## src/ssm_pkg.sv

```systemverilog
/*
 * Shared constants for the storage select and mode configuration block.
 * Assumes a single 20 MHz clock and a synchronous active-low reset.
 */
package ssm_pkg;

    // Clock rate and pin synchroniser depth
    localparam int unsigned CLK_PERIOD_NS = 50;
    localparam int unsigned SYNC_STAGES   = 3;

    // Number of attached memory chips and chip index width
    localparam int unsigned MEM_CHIPS     = 4;
    localparam int unsigned MEM_IDX_W     = 2;

    // Bit positions inside the synchronised pin vector
    localparam int unsigned PIN_MODE      = 0;
    localparam int unsigned PIN_CNT_BIT1  = 1;
    localparam int unsigned PIN_CNT_BIT2  = 2;
    localparam int unsigned PIN_CNT_BIT0  = 3;
    localparam int unsigned PIN_W         = 4;

    // Reset values
    localparam logic [PIN_W-1:0]     PIN_RST    = 4'h0;
    localparam logic [MEM_CHIPS-1:0] SEL_N_RST  = 4'hF;
    localparam logic [2:0]           COUNT_RST  = 3'h0;

    // Power state, one-hot
    typedef enum logic [1:0] {
        PWR_DOWN = 2'b01,
        PWR_RUN  = 2'b10
    } ssm_pwr_e;

endpackage : ssm_pkg

```

## src/ssm_pin_cfg.sv

```systemverilog
/*
 * Chip-select outputs, shared pin roles, mode select and power-down state.
 * Assumes the recorder core issues access requests on ref_clk_i and that
 * the count-select straps are static during operation.
 */
//
// Contract
// - Active-low selects, one per memory chip, pick one chip per access.
// - Third pin: select c with four chips, else standby high in power-down.
// - Fourth pin: select d with four chips, else count-select bit 0 input.
// - Mode input low gives stand-alone, high gives host interface mode.
// - Reset low clears all state and enters power-down.
`timescale 1ns/1ps

module ssm_pin_cfg
    import ssm_pkg::*;
(
    // Clock and reset
    input  wire logic                 ref_clk_i,
    input  wire logic                 rstn_i,
    // Core requests
    input  wire logic                 wake_req_i,
    input  wire logic                 sleep_req_i,
    input  wire logic                 mem_access_i,
    input  wire logic [MEM_IDX_W-1:0] mem_index_i,
    input  wire logic                 ext_clk_used_i,
    // Configuration pins
    input  wire logic                 host_mode_select_i,
    input  wire logic                 mem_count_sel_bit1_i,
    input  wire logic                 mem_count_sel_bit2_i,
    // Dedicated chip selects
    output logic                      mem_select_a_n_o,
    output logic                      mem_select_b_n_o,
    // Shared third pin, output only
    output logic                      mem_select_c_n_o,
    // Shared fourth pin, two-way
    input  wire logic                 mem_select_d_n_i,
    output logic                      mem_select_d_n_o,
    output logic                      mem_select_d_n_oe_o,
    // Oscillator output pin enable
    output logic                      osc_pin_oe_o,
    // Status to core
    output logic                      power_down_o,
    output logic                      host_mode_o,
    output logic                      four_chip_o,
    output logic [2:0]                mem_count_o,
    output logic                      access_refused_o
);

    ////////////////////////////////////////////////////////////////////////
    // Pin synchronisers

    logic [PIN_W-1:0] pin_raw;
    logic [PIN_W-1:0] pin_lvl;

    always_comb begin
        pin_raw               = '0;
        pin_raw[PIN_MODE]     = host_mode_select_i;
        pin_raw[PIN_CNT_BIT1] = mem_count_sel_bit1_i;
        pin_raw[PIN_CNT_BIT2] = mem_count_sel_bit2_i;
        pin_raw[PIN_CNT_BIT0] = mem_select_d_n_i;
    end

    ssm_sync #(
        .WIDTH (PIN_W),
        .RST   (PIN_RST)
    ) u_sync (
        .ref_clk_i (ref_clk_i),
        .rstn_i    (rstn_i),
        .pin_i     (pin_raw),
        .level_o   (pin_lvl)
    );

    ////////////////////////////////////////////////////////////////////////
    // Decode helpers

    function automatic logic four_chip_f(input logic b1, input logic b2);
        return b1 & b2;
    endfunction : four_chip_f

    function automatic logic [MEM_CHIPS-1:0] sel_n_f(
        input logic [MEM_IDX_W-1:0] idx
    );
        logic [MEM_CHIPS-1:0] v;
        v      = SEL_N_RST;
        v[idx] = 1'b0;
        return v;
    endfunction : sel_n_f

    ////////////////////////////////////////////////////////////////////////
    // State

    ssm_pwr_e             pwr_q;
    ssm_pwr_e             pwr_d;
    logic [MEM_CHIPS-1:0] sel_n_q;
    logic [MEM_CHIPS-1:0] sel_n_d;
    logic                 mode_q;
    logic                 mode_d;
    logic                 four_q;
    logic                 four_d;
    logic [2:0]           count_q;
    logic [2:0]           count_d;
    logic                 standby_q;
    logic                 standby_d;
    logic                 refused_q;
    logic                 refused_d;
    logic                 idx_ok;

    always_comb begin
        pwr_d     = pwr_q;
        sel_n_d   = SEL_N_RST;
        refused_d = 1'b0;
        mode_d    = pin_lvl[PIN_MODE];
        four_d    = four_chip_f(pin_lvl[PIN_CNT_BIT1],
                                pin_lvl[PIN_CNT_BIT2]);
        count_d   = {pin_lvl[PIN_CNT_BIT2], pin_lvl[PIN_CNT_BIT1],
                     four_q ? 1'b0 : pin_lvl[PIN_CNT_BIT0]};
        idx_ok    = four_q || !mem_index_i[1];
        case (pwr_q)
            PWR_DOWN: begin
                if (wake_req_i) begin
                    pwr_d = PWR_RUN;
                end
            end
            PWR_RUN: begin
                if (sleep_req_i) begin
                    pwr_d = PWR_DOWN;
                end else if (mem_access_i) begin
                    if (idx_ok) begin
                        sel_n_d = sel_n_f(mem_index_i);
                    end else begin
                        refused_d = 1'b1;
                    end
                end
            end
            default: begin
                pwr_d = PWR_DOWN;
            end
        endcase
        standby_d = (pwr_d == PWR_DOWN);
    end

    always_ff @(posedge ref_clk_i) begin
        if (!rstn_i) begin
            pwr_q     <= PWR_DOWN;
            sel_n_q   <= SEL_N_RST;
            mode_q    <= 1'b0;
            four_q    <= 1'b0;
            count_q   <= COUNT_RST;
            standby_q <= 1'b1;
            refused_q <= 1'b0;
        end else begin
            pwr_q     <= pwr_d;
            sel_n_q   <= sel_n_d;
            mode_q    <= mode_d;
            four_q    <= four_d;
            count_q   <= count_d;
            standby_q <= standby_d;
            refused_q <= refused_d;
        end
    end

    ////////////////////////////////////////////////////////////////////////
    // Pin roles

    assign mem_select_a_n_o    = sel_n_q[0];
    assign mem_select_b_n_o    = sel_n_q[1];
    assign mem_select_c_n_o    = four_q ? sel_n_q[2] : standby_q;
    assign mem_select_d_n_o    = sel_n_q[3];
    assign mem_select_d_n_oe_o = four_q;
    // Oscillator output undriven with external clock or in power-down
    assign osc_pin_oe_o        = !ext_clk_used_i && (pwr_q == PWR_RUN);
    assign power_down_o        = (pwr_q == PWR_DOWN);
    assign host_mode_o         = mode_q;
    assign four_chip_o         = four_q;
    assign mem_count_o         = count_q;
    assign access_refused_o    = refused_q;

    ////////////////////////////////////////////////////////////////////////
    // Checks

    chk_one_select: assert property (@(posedge ref_clk_i)
        disable iff (!rstn_i)
        $countones(~sel_n_q) <= 1)
        else $error("more than one chip select active");

    chk_select_follows: assert property (@(posedge ref_clk_i)
        disable iff (!rstn_i)
        (pwr_q == PWR_RUN && !sleep_req_i && mem_access_i && idx_ok)
        |=> !sel_n_q[$past(mem_index_i)])
        else $error("requested chip not selected");

    chk_standby_role: assert property (@(posedge ref_clk_i)
        disable iff (!rstn_i)
        (!four_q && pwr_q == PWR_DOWN) |-> mem_select_c_n_o)
        else $error("standby not high in power-down");

    chk_standby_run: assert property (@(posedge ref_clk_i)
        disable iff (!rstn_i)
        $fell(standby_q) |-> $past(wake_req_i) && pwr_q == PWR_RUN)
        else $error("standby dropped without wake");

    chk_shared_dir: assert property (@(posedge ref_clk_i)
        disable iff (!rstn_i)
        !four_q |-> !mem_select_d_n_oe_o && sel_n_q[3:2] == 2'b11)
        else $error("fourth pin driven outside four-chip config");

    chk_four_decode: assert property (@(posedge ref_clk_i)
        disable iff (!rstn_i)
        (pin_lvl[PIN_CNT_BIT1] && pin_lvl[PIN_CNT_BIT2]) |=> four_q)
        else $error("four-chip config not decoded");

    chk_mode_follow: assert property (@(posedge ref_clk_i)
        disable iff (!rstn_i)
        $rose(pin_lvl[PIN_MODE]) |=> host_mode_o)
        else $error("host mode not taken");

    chk_reset_down: assert property (@(posedge ref_clk_i)
        !rstn_i |=> power_down_o && sel_n_q == SEL_N_RST && !four_q)
        else $error("reset did not enter power-down");

    cov_wake: cover property (@(posedge ref_clk_i) disable iff (!rstn_i)
        $fell(power_down_o));
    cov_four_d: cover property (@(posedge ref_clk_i) disable iff (!rstn_i)
        four_q && !mem_select_d_n_o);
    cov_refused: cover property (@(posedge ref_clk_i) disable iff (!rstn_i)
        access_refused_o);
    cov_host: cover property (@(posedge ref_clk_i) disable iff (!rstn_i)
        host_mode_o && !mem_select_a_n_o);

endmodule : ssm_pin_cfg

```

## src/ssm_sync.sv

```systemverilog
/*
 * Three-stage pin synchroniser with agreement filter.
 * Assumes inputs are asynchronous to ref_clk_i; output changes only
 * once the second and third stages agree.
 */
`timescale 1ns/1ps

module ssm_sync
    import ssm_pkg::*;
#(
    parameter int unsigned          WIDTH = PIN_W,
    parameter logic [WIDTH-1:0]     RST   = '0
) (
    // Clock and reset
    input  wire logic             ref_clk_i,
    input  wire logic             rstn_i,
    // Pins and filtered result
    input  wire logic [WIDTH-1:0] pin_i,
    output logic      [WIDTH-1:0] level_o
);

    logic [WIDTH-1:0] st1_q;
    logic [WIDTH-1:0] st2_q;
    logic [WIDTH-1:0] st3_q;
    logic [WIDTH-1:0] level_q;
    logic [WIDTH-1:0] level_d;

    always_comb begin
        level_d = level_q;
        for (int i = 0; i < int'(WIDTH); i++) begin
            if (st2_q[i] == st3_q[i]) begin
                level_d[i] = st3_q[i];
            end
        end
    end

    always_ff @(posedge ref_clk_i) begin
        if (!rstn_i) begin
            st1_q   <= RST;
            st2_q   <= RST;
            st3_q   <= RST;
            level_q <= RST;
        end else begin
            st1_q   <= pin_i;
            st2_q   <= st1_q;
            st3_q   <= st2_q;
            level_q <= level_d;
        end
    end

    assign level_o = level_q;

endmodule : ssm_sync

```

## config.mk

```make
export PLATFORM = sky130hd
export DESIGN_NAME = ssm_pin_cfg
export DESIGN_NICKNAME = d
export VERILOG_FILES = /design/src/ssm_pkg.sv /design/src/ssm_pin_cfg.sv /design/src/ssm_sync.sv
export SDC_FILE = /design/constraint.sdc
export NUM_CORES = 1
export LEC_CHECK = 0
export ABC_AREA = 0
export BUFFER_PORTS_ARGS = -buffer_cell sky130_fd_sc_hd__buf_2
export CAP_MARGIN = 20
export CELL_PAD_IN_SITES_DETAIL_PLACEMENT = 1
export CELL_PAD_IN_SITES_GLOBAL_PLACEMENT = 2
export CORE_AREA = 8 8 66 68
export CTS_CLUSTER_DIAMETER = 120
export DETAILED_ROUTE_END_ITERATION = 12
export DIE_AREA = 0 0 74 76
export PLACE_DENSITY_LB_ADDON = 0.08
export SLEW_MARGIN = 20
export SYNTH_ARGS = -nofsm -noshare
export SYNTH_HDL_FRONTEND = slang
export SYNTH_SLANG_ARGS = --single-unit
```

## constraint.sdc

```tcl
create_clock -name ref_clk_i -period 1.7 [get_ports ref_clk_i]
set_input_delay 0.34 -clock ref_clk_i [delete_from_list [all_inputs] [get_ports ref_clk_i]]
set_output_delay 0.34 -clock ref_clk_i [all_outputs]
set_load 0.005 [all_outputs]
```

# Word-level counts from Yosys, hierarchy flattened
# Index checks and enable logic that the tools add are counted.
# word_totals
rom_bits	0
mem_count	0
latch_bits	0
mem_bits_rw	0
out_inout_bits	13
ff_bits	29
# op_classes
shift	0
eq_ne	7
bitwise	6
n_mul	0
mux	7
addsub	0
magnitude_cmp	2
div	0
reduce_logical	8
# op_table
op	count
5-bit OR reduction	1
1-bit == test	4
2-bit by 1-bit == test with 1-bit output (second input constant)	2
2-bit 2-to-1 mux	2
1-bit NOT	4
4-bit NOT	1
2-bit case mux with 2 select lines	1
4-bit OR reduction	1
2-bit by 3-bit less-than comparator with 1-bit output (second input constant)	1
1-bit 2-to-1 mux	3
1-bit demux with 2-bit select	1
2-bit == test (second input constant)	1
2-bit by 1-bit >= comparator with 1-bit output (second input constant)	1
1-bit logical AND	2
1-bit logical NOT	2
2-bit OR reduction	1
1-bit AND	1
1-bit logical OR	1

# Longest topological paths before layout
# Gate-level depths: netlist of run 1.
# logic_depth
ltp_word	5
ltp_mapped	5
ltp_nobuf	5

# Modules after synthesis
# From an unflattened synthesis of run 1, not the netlist that was laid out.
# hier_totals
hier_cells	90
area_unflattened_um2	987.2
# modules_own_cells
module	area_per_inst_um2	seq_area_each_um2	cells_each	n_inst
ssm_pin_cfg	505.5	260.2	49	1
ssm_sync	481.7	320.3	41	1

# Least setup slack after synthesis of run 1
# Ideal clock, no wire load.
# synth_path
path_type	register to register
startpoint	register pwr_q[0]
endpoint	register standby_q
slack_ns	0.439
path_buffers	0
stages_incl_launch_ff	6
arrival_time_ns	1.132
setup_time_ns	0.130
period_less_slack_ns	1.261
path_cell_list	dfxtp_1 inv_1 ha_1 nand2b_1 a311oi_1 o21ai_0
# synth_via
elab_chain_len	3
word_cells_on_any_way	6
cone_classes	eq/ne: 3; mux: 3
# synth_lines
item	line	source
start, declared	ssm_pin_cfg.sv:93	ssm_pwr_e pwr_q;
start signal, assigned	ssm_pin_cfg.sv:153	pwr_q <= pwr_d;
2-bit == test, or another cell as far along	ssm_pin_cfg.sv:119	case (pwr_q)
2-bit case mux with 2 select lines *	ssm_pin_cfg.sv:119	
2-bit by 1-bit == test with 1-bit output *	ssm_pin_cfg.sv:140	standby_d = (pwr_d == PWR_DOWN);
end signal, assigned	ssm_pin_cfg.sv:158	standby_q <= standby_d;
end, declared	ssm_pin_cfg.sv:103	logic standby_q;
# Mark *: on every way between the ends. The rest lies on a longest branch, timed or not.
# A chain may end at the register's enable or synchronous reset.

# Worst setup path in the final report of run 1
# layout_path
startpoint	register pwr_q[0]
endpoint	output port osc_pin_oe_o
# layout_via
elab_chain_len	2
# layout_lines
item	line	source
2-bit == test	ssm_pin_cfg.sv:172	assign osc_pin_oe_o = !ext_clk_used_i && (pwr_q == PWR_RUN);
1-bit logical AND	ssm_pin_cfg.sv:172	
end, declared	ssm_pin_cfg.sv:41	output logic osc_pin_oe_o,
# No other way between the ends.

==> impl_metrics.prom, run 1 <==
# TYPE chip_impl_metric gauge
chip_impl_info{name="status",value="complete, no violations"} 1
chip_impl_metric{name="power_report.internal_total",unit="W"} 0.00120
chip_impl_metric{name="post_synth_edffs",unit=""} 0
chip_impl_metric{name="grt_use_total",unit=""} 0.0770
chip_impl_metric{name="cts.reportedPaths.clkPinSlew",unit="ps"} 90
chip_impl_metric{name="clock-skew-final",unit="ps"} 8.02
chip_impl_metric{name="cap_viol_max_count",unit=""} 0
chip_impl_metric{name="hold_path_depth",unit=""} 2
chip_impl_metric{name="power.leakage",unit="nW"} 0.548
chip_impl_metric{name="fillCellCount",unit=""} 402
chip_impl_info{name="critical_path.cell_chain",value="inv_1, ha_2, nor2b_1, buf_2"} 1
chip_impl_info{name="launch_point_of_the_worst_hold_path",value="mem_index_i[0]"} 1
chip_impl_info{name="synth_flop_cell",value="sky130_fd_sc_hd__dfxtp_1"} 1
chip_impl_metric{name="timing.final.crit_share",unit=""} 0.942
chip_impl_info{name="startpoint_type",value="flip-flop"} 1
chip_impl_info{name="clock-root-buffer",value="sky130_fd_sc_hd__clkbuf_4"} 1
chip_impl_info{name="reg2reg_end",value="standby_q$_SDFF_PN1_"} 1
chip_impl_metric{name="async_set_reset_flop_share_out_of_synthesis",unit=""} 0
chip_impl_info{name="r2r-start",value="pwr_q[0]$_SDFF_PN1_"} 1
chip_impl_metric{name="finalNetCount",unit=""} 138
chip_impl_metric{name="met3RoutedLength",unit="um"} 157
chip_impl_metric{name="synthDistinctLibCells",unit=""} 25
chip_impl_info{name="cpMaxStageDelayCell",value="sky130_fd_sc_hd__dfxtp_2"} 1
chip_impl_metric{name="detailroute.via_count",unit=""} 708
chip_impl_metric{name="dr.first_iter.drc_count",unit=""} 21
chip_impl_metric{name="insertedDiodeCount",unit=""} 0
chip_impl_metric{name="initial_core_util",unit=""} 0.288
chip_impl_metric{name="synth.cell_area",unit="sq um"} 990
chip_impl_metric{name="grt_start_max_net_pins",unit=""} 22
chip_impl_metric{name="critical_path_arrival",unit="ps"} 1260
chip_impl_metric{name="avg_cell_area_syn",unit="sq um"} 10.5
chip_impl_info{name="critPathCaptureType",value="output port"} 1
chip_impl_info{name="highest-signal-layer",value="met4"} 1
chip_impl_metric{name="slew_violations",unit=""} 0
chip_impl_metric{name="synth_seq_cells",unit=""} 29
chip_impl_metric{name="via_per_inst",unit=""} 4.12
chip_impl_info{name="worstHoldEndpoint",value="sel_n_q[3]$_SDFF_PP1_"} 1
chip_impl_metric{name="die_area",unit="sq mm"} 0.00562
chip_impl_metric{name="initial_antenna_violation_count",unit=""} 0
chip_impl_metric{name="layout-drive-gt1-share",unit=""} 0.315
chip_impl_metric{name="ff2ff_path_depth",unit=""} 5
chip_impl_metric{name="post-route-min-period",unit="ps"} 1600
chip_impl_metric{name="maxSlewHeadroom",unit=""} 0.840
chip_impl_metric{name="grt_pass1_vias",unit=""} 729
chip_impl_metric{name="net-switching-power",unit="W"} 0.000410
chip_impl_metric{name="clkLatencyLatePin",unit="ps"} 330
chip_impl_metric{name="p_clk_frac",unit=""} 0.369
chip_impl_metric{name="max_freq",unit="MHz"} 625
chip_impl_metric{name="htree_num_levels",unit=""} 2
chip_impl_metric{name="power.share.combinational",unit=""} 0.158
chip_impl_metric{name="required",unit="ps"} 1360
chip_impl_metric{name="globalplace.congestion",unit=""} 0.712
chip_impl_metric{name="drc",unit=""} 0
chip_impl_metric{name="floorplan.core_area",unit="sq mm"} 0.00344
chip_impl_metric{name="power_density",unit="mW/mm^2"} 1290
chip_impl_metric{name="detailed_route_wire_length",unit="mm"} 1.93
chip_impl_info{name="critical_path_class",value="flip-flop to output port"} 1
chip_impl_metric{name="io-pin-count",unit=""} 25
chip_impl_metric{name="fin_worst_hold_slack",unit="ps"} 211
chip_impl_metric{name="post_dr_wirelength_cell",unit="um"} 11.2
chip_impl_metric{name="firstDrtPassIters",unit=""} 4
chip_impl_metric{name="die_w",unit="um"} 74
chip_impl_metric{name="m1WireLength",unit="um"} 829
chip_impl_metric{name="report.final.hold_viol_count",unit=""} 0
chip_impl_metric{name="cts_setup_buffers",unit=""} 0
chip_impl_metric{name="yosysWarnings",unit=""} 0
chip_impl_metric{name="finalSetupViolations",unit=""} 0
chip_impl_info{name="mostFrequentLayoutCells",value="sky130_fd_sc_hd__dfxtp_1 (27), sky130_fd_sc_hd__buf_2 (24), sky130_fd_sc_hd__and2_1 (15)"} 1
chip_impl_metric{name="post_synth_inst_count",unit=""} 94
chip_impl_metric{name="final_util",unit=""} 0.365
chip_impl_metric{name="cts.sinks",unit=""} 29
chip_impl_metric{name="die_h",unit="um"} 76
chip_impl_metric{name="postLayoutCellArea",unit="sq mm"} 0.00125
chip_impl_metric{name="portBuffers",unit=""} 24
chip_impl_info{name="leading_cell_type_in_the_layout_fill_and_taps_excluded",value="sky130_fd_sc_hd__dfxtp_1"} 1
chip_impl_metric{name="critPathMaxFanout",unit=""} 6
chip_impl_metric{name="overflow",unit=""} 0
chip_impl_metric{name="rows",unit=""} 22
chip_impl_metric{name="dpl_cell_area",unit="sq mm"} 0.00116
chip_impl_metric{name="tightestPinTransition",unit="ps"} 239
chip_impl_metric{name="postRouteAntennaNets",unit=""} 0
chip_impl_metric{name="final.setup.tns",unit="ps"} 0
chip_impl_metric{name="dp.final_hpwl",unit="mm"} 1.45
chip_impl_metric{name="worst_path_largest_cell_delay",unit="ps"} 350
chip_impl_metric{name="setup.reg_to_reg.worst_slack",unit="ps"} 300
chip_impl_metric{name="cts_buffer_depth",unit=""} 2
chip_impl_metric{name="route.met2.wl",unit="um"} 891
chip_impl_metric{name="synth_seq_area_share",unit=""} 0.587
chip_impl_metric{name="vdd_ir_drop_max",unit="mV"} 0.433
chip_impl_metric{name="grt_pass1_wl",unit="mm"} 3.31
chip_impl_metric{name="syn-num-nets",unit=""} 109
chip_impl_metric{name="area_growth_from_synthesis_to_layout",unit="%"} 26.8
chip_impl_metric{name="netSwitchingFraction",unit=""} 0.254
chip_impl_info{name="hold_path.class",value="input port to flip-flop"} 1
chip_impl_metric{name="cts_buffers",unit=""} 5
chip_impl_info{name="cts_tree",value="built"} 1
chip_impl_info{name="grt_setup_unrepaired",value="false"} 1
chip_impl_metric{name="power",unit="W"} 0.00161
chip_impl_metric{name="seq_power_share",unit=""} 0.473
[cell families after synthesis]
group / Yosys count / share of synthesized area
muxes: 1 / 0.0114
adders and majority gates: 3 / 0.0379
buffers and inverters: 7 / 0.0316
and+or+nand+nor: 39 / 0.236
DFF: 29 / 0.587
AOI/OAI and AO/OA: 15 / 0.0961
[power groups by stage]
stage,Sequential (W),Combinational (W),Clock [W]
floorplan,0.000765,0.000170,0
finish,0.000763,0.000255,0.000595
global route,0.000770,0.000289,0.000645
detailed placement,0.000775,0.000257,0
CTS,0.000762,0.000258,0.000619
global placement,0.000775,0.000247,0
[layer usage]
layer  up-vias  track usage
met5         -            0
met4         0       0.0420
met3         5       0.0500
met2        17        0.111
met1       319       0.0824
li1        367            -
[worst max-delay path by stage]
stage                         from  depth (start not counted)              endpoint
2_1_floorplan  pwr_q[0]$_SDFF_PN1_                          5  standby_q$_SDFF_PN1_
3_3_place_gp   pwr_q[0]$_SDFF_PN1_                          5  standby_q$_SDFF_PN1_
3_5_place_dp   pwr_q[0]$_SDFF_PN1_                          5  standby_q$_SDFF_PN1_
4_1_cts        pwr_q[0]$_SDFF_PN1_                          4          osc_pin_oe_o
5_1_grt        pwr_q[0]$_SDFF_PN1_                          4          osc_pin_oe_o
6_report       pwr_q[0]$_SDFF_PN1_                          4          osc_pin_oe_o
[worst max-delay path, delay by kind of cell (launching register included)]
family | cells | cell delay, ps
fa+ha+maj | 1 | 230
buf+inv | 2 | 200
flops | 1 | 350
simple gates | 1 | 150
[metrics by stage]
step | worst slack [ps] | instances
after global placement | 343 | 164
after detailed placement | 291 | 164
after global routing | 0.0410 | 172
after floorplan | 439 | 94
after CTS | 22.5 | 172
final | 99.0 | 172
[layout make-up]
cell class,instances,area (sq um),share of cell area
Multi-Input combinational cell,58,380,0.303
Tap cell,48,60.1,0.0479
Timing Repair Buffer,25,128,0.102
Clock buffer,6,51.3,0.0409
Sequential cell,29,583,0.465
Clock inverter,2,37.5,0.0299
Inverter,4,15.0,0.0120
[synthesized netlist by cell type, types with 2 or more instances]
| cell | instances | area [sq um] |
|---|---|---|
| sky130_fd_sc_hd__o21ai_0 | 6 | 30.0 |
| sky130_fd_sc_hd__and2_1 | 15 | 93.8 |
| sky130_fd_sc_hd__nor2b_1 | 2 | 12.5 |
| sky130_fd_sc_hd__dfxtp_1 | 29 | 581 |
| sky130_fd_sc_hd__nor2_1 | 3 | 11.3 |
| sky130_fd_sc_hd__a21boi_0 | 4 | 30.0 |
| sky130_fd_sc_hd__or3_1 | 2 | 12.5 |
| sky130_fd_sc_hd__ha_1 | 3 | 37.5 |
| sky130_fd_sc_hd__nand2_1 | 11 | 41.3 |
| sky130_fd_sc_hd__inv_1 | 4 | 15.0 |
[what timing repair did]
action,4_1_cts,5_1_grt
hold buffers,0,0
endpoints found under the setup margin,1,1
gates resized for setup,1,2
[state kept, by name, indices dropped and copies added (netlist names)]
name and flops:
host_mode_o 1, u_sync.st2_q 4, pwr_q 2, standby_q 1, sel_n_q 4, access_refused_o 1, u_sync.level_o 4, mem_count_o 3
four_chip_o 1, u_sync.st1_q 4, u_sync.st3_q 4
(Power assumes the default switching activity.)
==> run 2, diff against run 1 <==
Settings changed: PLACE_DENSITY set to 0.76, PLACE_DENSITY_LB_ADDON 0.08 to unset.
==> run 2 against run 1 <==
Total power shrank 11%. Clock skew increased by 2.8 ps. Sequential power about the same. Core utilization is 1.0 points lower. Sequential share of layout area increased by 1.2 points. Clock power fell by 31%. Hold slack gained 8.5 ps. First-iteration DRC count unchanged. Final cell count shrank 0.58%. Global-route usage shrank 0.45 points.
==> impl_metrics.prom, run 2 (same netlist as run 1, synthesis figures left out) <==
# TYPE chip_impl_metric gauge
chip_impl_metric{name="power_density",unit="mW/mm^2"} 1170
chip_impl_metric{name="sum_of_buffers_and_inverters_on_the_critical_path",unit=""} 2
chip_impl_metric{name="path_depth",unit=""} 4
chip_impl_metric{name="globalplace.congestion",unit=""} 0.712
chip_impl_metric{name="cts.reportedPaths.clkPinSlew",unit="ps"} 90
chip_impl_metric{name="area_of_combinational_cells_with_multiple_inputs",unit="sq um"} 380
chip_impl_metric{name="die_area",unit="sq mm"} 0.00562
chip_impl_metric{name="grt_use_total",unit=""} 0.0725
chip_impl_metric{name="report.final.hold_viol_count",unit=""} 0
chip_impl_metric{name="required",unit="ps"} 1360
chip_impl_metric{name="postLayoutCellArea",unit="sq mm"} 0.00122
chip_impl_metric{name="htree_num_levels",unit=""} 2
chip_impl_metric{name="timing.final.crit_share",unit=""} 0.947
chip_impl_metric{name="tightestPinTransition",unit="ps"} 280
chip_impl_metric{name="dpl_cell_area",unit="sq mm"} 0.00116
chip_impl_metric{name="grt_pass1_vias",unit=""} 721
chip_impl_metric{name="postRouteAntennaNets",unit=""} 0
chip_impl_metric{name="vdd_ir_drop_max",unit="mV"} 0.261
chip_impl_metric{name="cts_buffer_depth",unit=""} 2
chip_impl_metric{name="critPathMaxFanout",unit=""} 6
chip_impl_info{name="startpoint_type",value="flip-flop"} 1
chip_impl_metric{name="cap_viol_max_count",unit=""} 0
chip_impl_metric{name="layout-drive-gt1-share",unit=""} 0.293
chip_impl_info{name="clock-root-buffer",value="sky130_fd_sc_hd__clkbuf_4"} 1
chip_impl_metric{name="grt_pass1_wl",unit="mm"} 3.12
chip_impl_metric{name="worst_path_largest_cell_delay",unit="ps"} 350
chip_impl_metric{name="maxSlewHeadroom",unit=""} 0.811
chip_impl_metric{name="post-route-min-period",unit="ps"} 1610
chip_impl_info{name="grt_setup_unrepaired",value="false"} 1
chip_impl_metric{name="detailed_route_wire_length",unit="mm"} 1.88
chip_impl_metric{name="finalNetCount",unit=""} 138
chip_impl_metric{name="cts.hold.buffers_added",unit=""} 0
chip_impl_info{name="mostFrequentLayoutCells",value="sky130_fd_sc_hd__dfxtp_1 (28), sky130_fd_sc_hd__buf_2 (24), sky130_fd_sc_hd__and2_1 (15)"} 1
chip_impl_info{name="hold_path.class",value="input port to flip-flop"} 1
chip_impl_metric{name="insertedDiodeCount",unit=""} 0
chip_impl_metric{name="max_freq",unit="MHz"} 621
chip_impl_info{name="status",value="complete, no violations"} 1
chip_impl_metric{name="slew_violations",unit=""} 0
chip_impl_info{name="cpMaxStageDelayCell",value="sky130_fd_sc_hd__dfxtp_2"} 1
chip_impl_metric{name="io-pin-count",unit=""} 25
chip_impl_metric{name="setup.reg_to_reg.worst_slack",unit="ps"} 310
chip_impl_metric{name="ff_latch_area",unit="sq um"} 582
chip_impl_metric{name="firstDrtPassIters",unit=""} 3
chip_impl_metric{name="floorplan.core_area",unit="sq mm"} 0.00344
chip_impl_metric{name="ff2ff_path_depth",unit=""} 5
chip_impl_info{name="cts_tree",value="built"} 1
chip_impl_info{name="critPathTopFamily",value="flip-flops"} 1
chip_impl_metric{name="rows",unit=""} 22
chip_impl_metric{name="cts_buffers",unit=""} 5
chip_impl_metric{name="overflow",unit=""} 0
chip_impl_metric{name="post_dr_wirelength_cell",unit="um"} 11.0
chip_impl_metric{name="via_per_inst",unit=""} 4.14
chip_impl_metric{name="initial_core_util",unit=""} 0.288
chip_impl_metric{name="portBuffers",unit=""} 24
chip_impl_info{name="critical_path.cell_chain",value="inv_1, ha_2, nor2b_1, buf_2"} 1
chip_impl_metric{name="final.setup.tns",unit="ps"} 0
chip_impl_metric{name="initial_antenna_violation_count",unit=""} 0
chip_impl_metric{name="area_growth_from_synthesis_to_layout",unit="%"} 23.3
chip_impl_info{name="critical_path_class",value="flip-flop to output port"} 1
chip_impl_info{name="crit_start",value="pwr_q[0]$_SDFF_PN1_"} 1
chip_impl_metric{name="die_h",unit="um"} 76
chip_impl_metric{name="detailroute.via_count",unit=""} 708
chip_impl_metric{name="power",unit="W"} 0.00143
chip_impl_info{name="reg2reg_end",value="standby_q$_SDFF_PN1_"} 1
chip_impl_metric{name="cts.sinks",unit=""} 29
chip_impl_info{name="worstSetupEndpoint",value="osc_pin_oe_o"} 1
chip_impl_metric{name="finalSetupViolations",unit=""} 0
chip_impl_metric{name="final_util",unit=""} 0.355
chip_impl_metric{name="cts_setup_buffers",unit=""} 0
chip_impl_metric{name="clock-skew-final",unit="ps"} 10.8
chip_impl_info{name="leading_cell_type_in_the_layout_fill_and_taps_excluded",value="sky130_fd_sc_hd__dfxtp_1"} 1
chip_impl_metric{name="grt_start_max_net_pins",unit=""} 22
chip_impl_metric{name="dr.first_iter.drc_count",unit=""} 21
chip_impl_metric{name="dp.final_hpwl",unit="mm"} 1.42
chip_impl_metric{name="power.leakage",unit="nW"} 0.534
chip_impl_metric{name="critical_path_arrival",unit="ps"} 1270
chip_impl_info{name="critPathCaptureType",value="output port"} 1
chip_impl_metric{name="drc",unit=""} 0
chip_impl_metric{name="clkLatencyLatePin",unit="ps"} 320
chip_impl_info{name="r2r-start",value="pwr_q[1]$_SDFF_PN0_"} 1
chip_impl_metric{name="fillCellCount",unit=""} 402
chip_impl_metric{name="die_w",unit="um"} 74
[run 2: cell count changes in the layout (fill, tap and decap cells not counted), sizes merged]
cell,change
clkbuf,+1
bufinv,-1
clkinvlp,-1
[run 2: area by class of cell]
cell class,count,area share
timing repair buffer,25,0.105
tap,48,0.0492
multi-input combinational,58,0.312
inverter,4,0.0123
clock buffer,7,0.0451
sequential,29,0.477
[run 2: worst min-delay path by stage]
stage / endpoint / slack [ps] / startpoint / depth (start not counted)
floorplan: sel_n_q[1]$_SDFF_PP1_ / 400 / mem_index_i[0] / 1
global placement: u_sync.st2_q[0]$_SDFF_PN0_ / 410 / u_sync.st1_q[0]$_SDFF_PN0_ / 1
detailed placement: u_sync.st2_q[0]$_SDFF_PN0_ / 420 / u_sync.st1_q[0]$_SDFF_PN0_ / 1
CTS: u_sync.st1_q[3]$_SDFF_PN0_ / 200 / mem_select_d_n_i / 2
global route: u_sync.st1_q[3]$_SDFF_PN0_ / 210 / mem_select_d_n_i / 2
finish: u_sync.st1_q[3]$_SDFF_PN0_ / 220 / mem_select_d_n_i / 2
[run 2: stage by stage]
stage               setup WS, ps  hold WS (ps)  instances
finish                      90.6           220        171
floorplan                    439           402         94
global placement             369           414        164
global route                11.4           207        171
CTS                         12.0           202        171
detailed placement           294           421        164
[run 2: power by group]
part / internal (W) / switching (W) / total, W
registers: 0.000727 / 0.0000362 / 0.000763
clock network: 0.000195 / 0.000216 / 0.000411
logic: 0.000126 / 0.000131 / 0.000257
total: 0.00105 / 0.000383 / 0.00143
[run 2: what timing repair did]
item | 4_1_cts | 5_1_grt
resized for setup | 1 | 1
endpoints found under the setup margin | 1 | 1
pin swaps | 0 | 0
[run 2: per-layer routing]
metal | vias up | share of wire | GRT usage
met4 | 0 | 0.024 | 0.0480
met5 | - | 0 | 0
met1 | 321 | 0.42 | 0.0678
li1 | 364 | - | -
met3 | 4 | 0.10 | 0.0487
met2 | 19 | 0.46 | 0.111
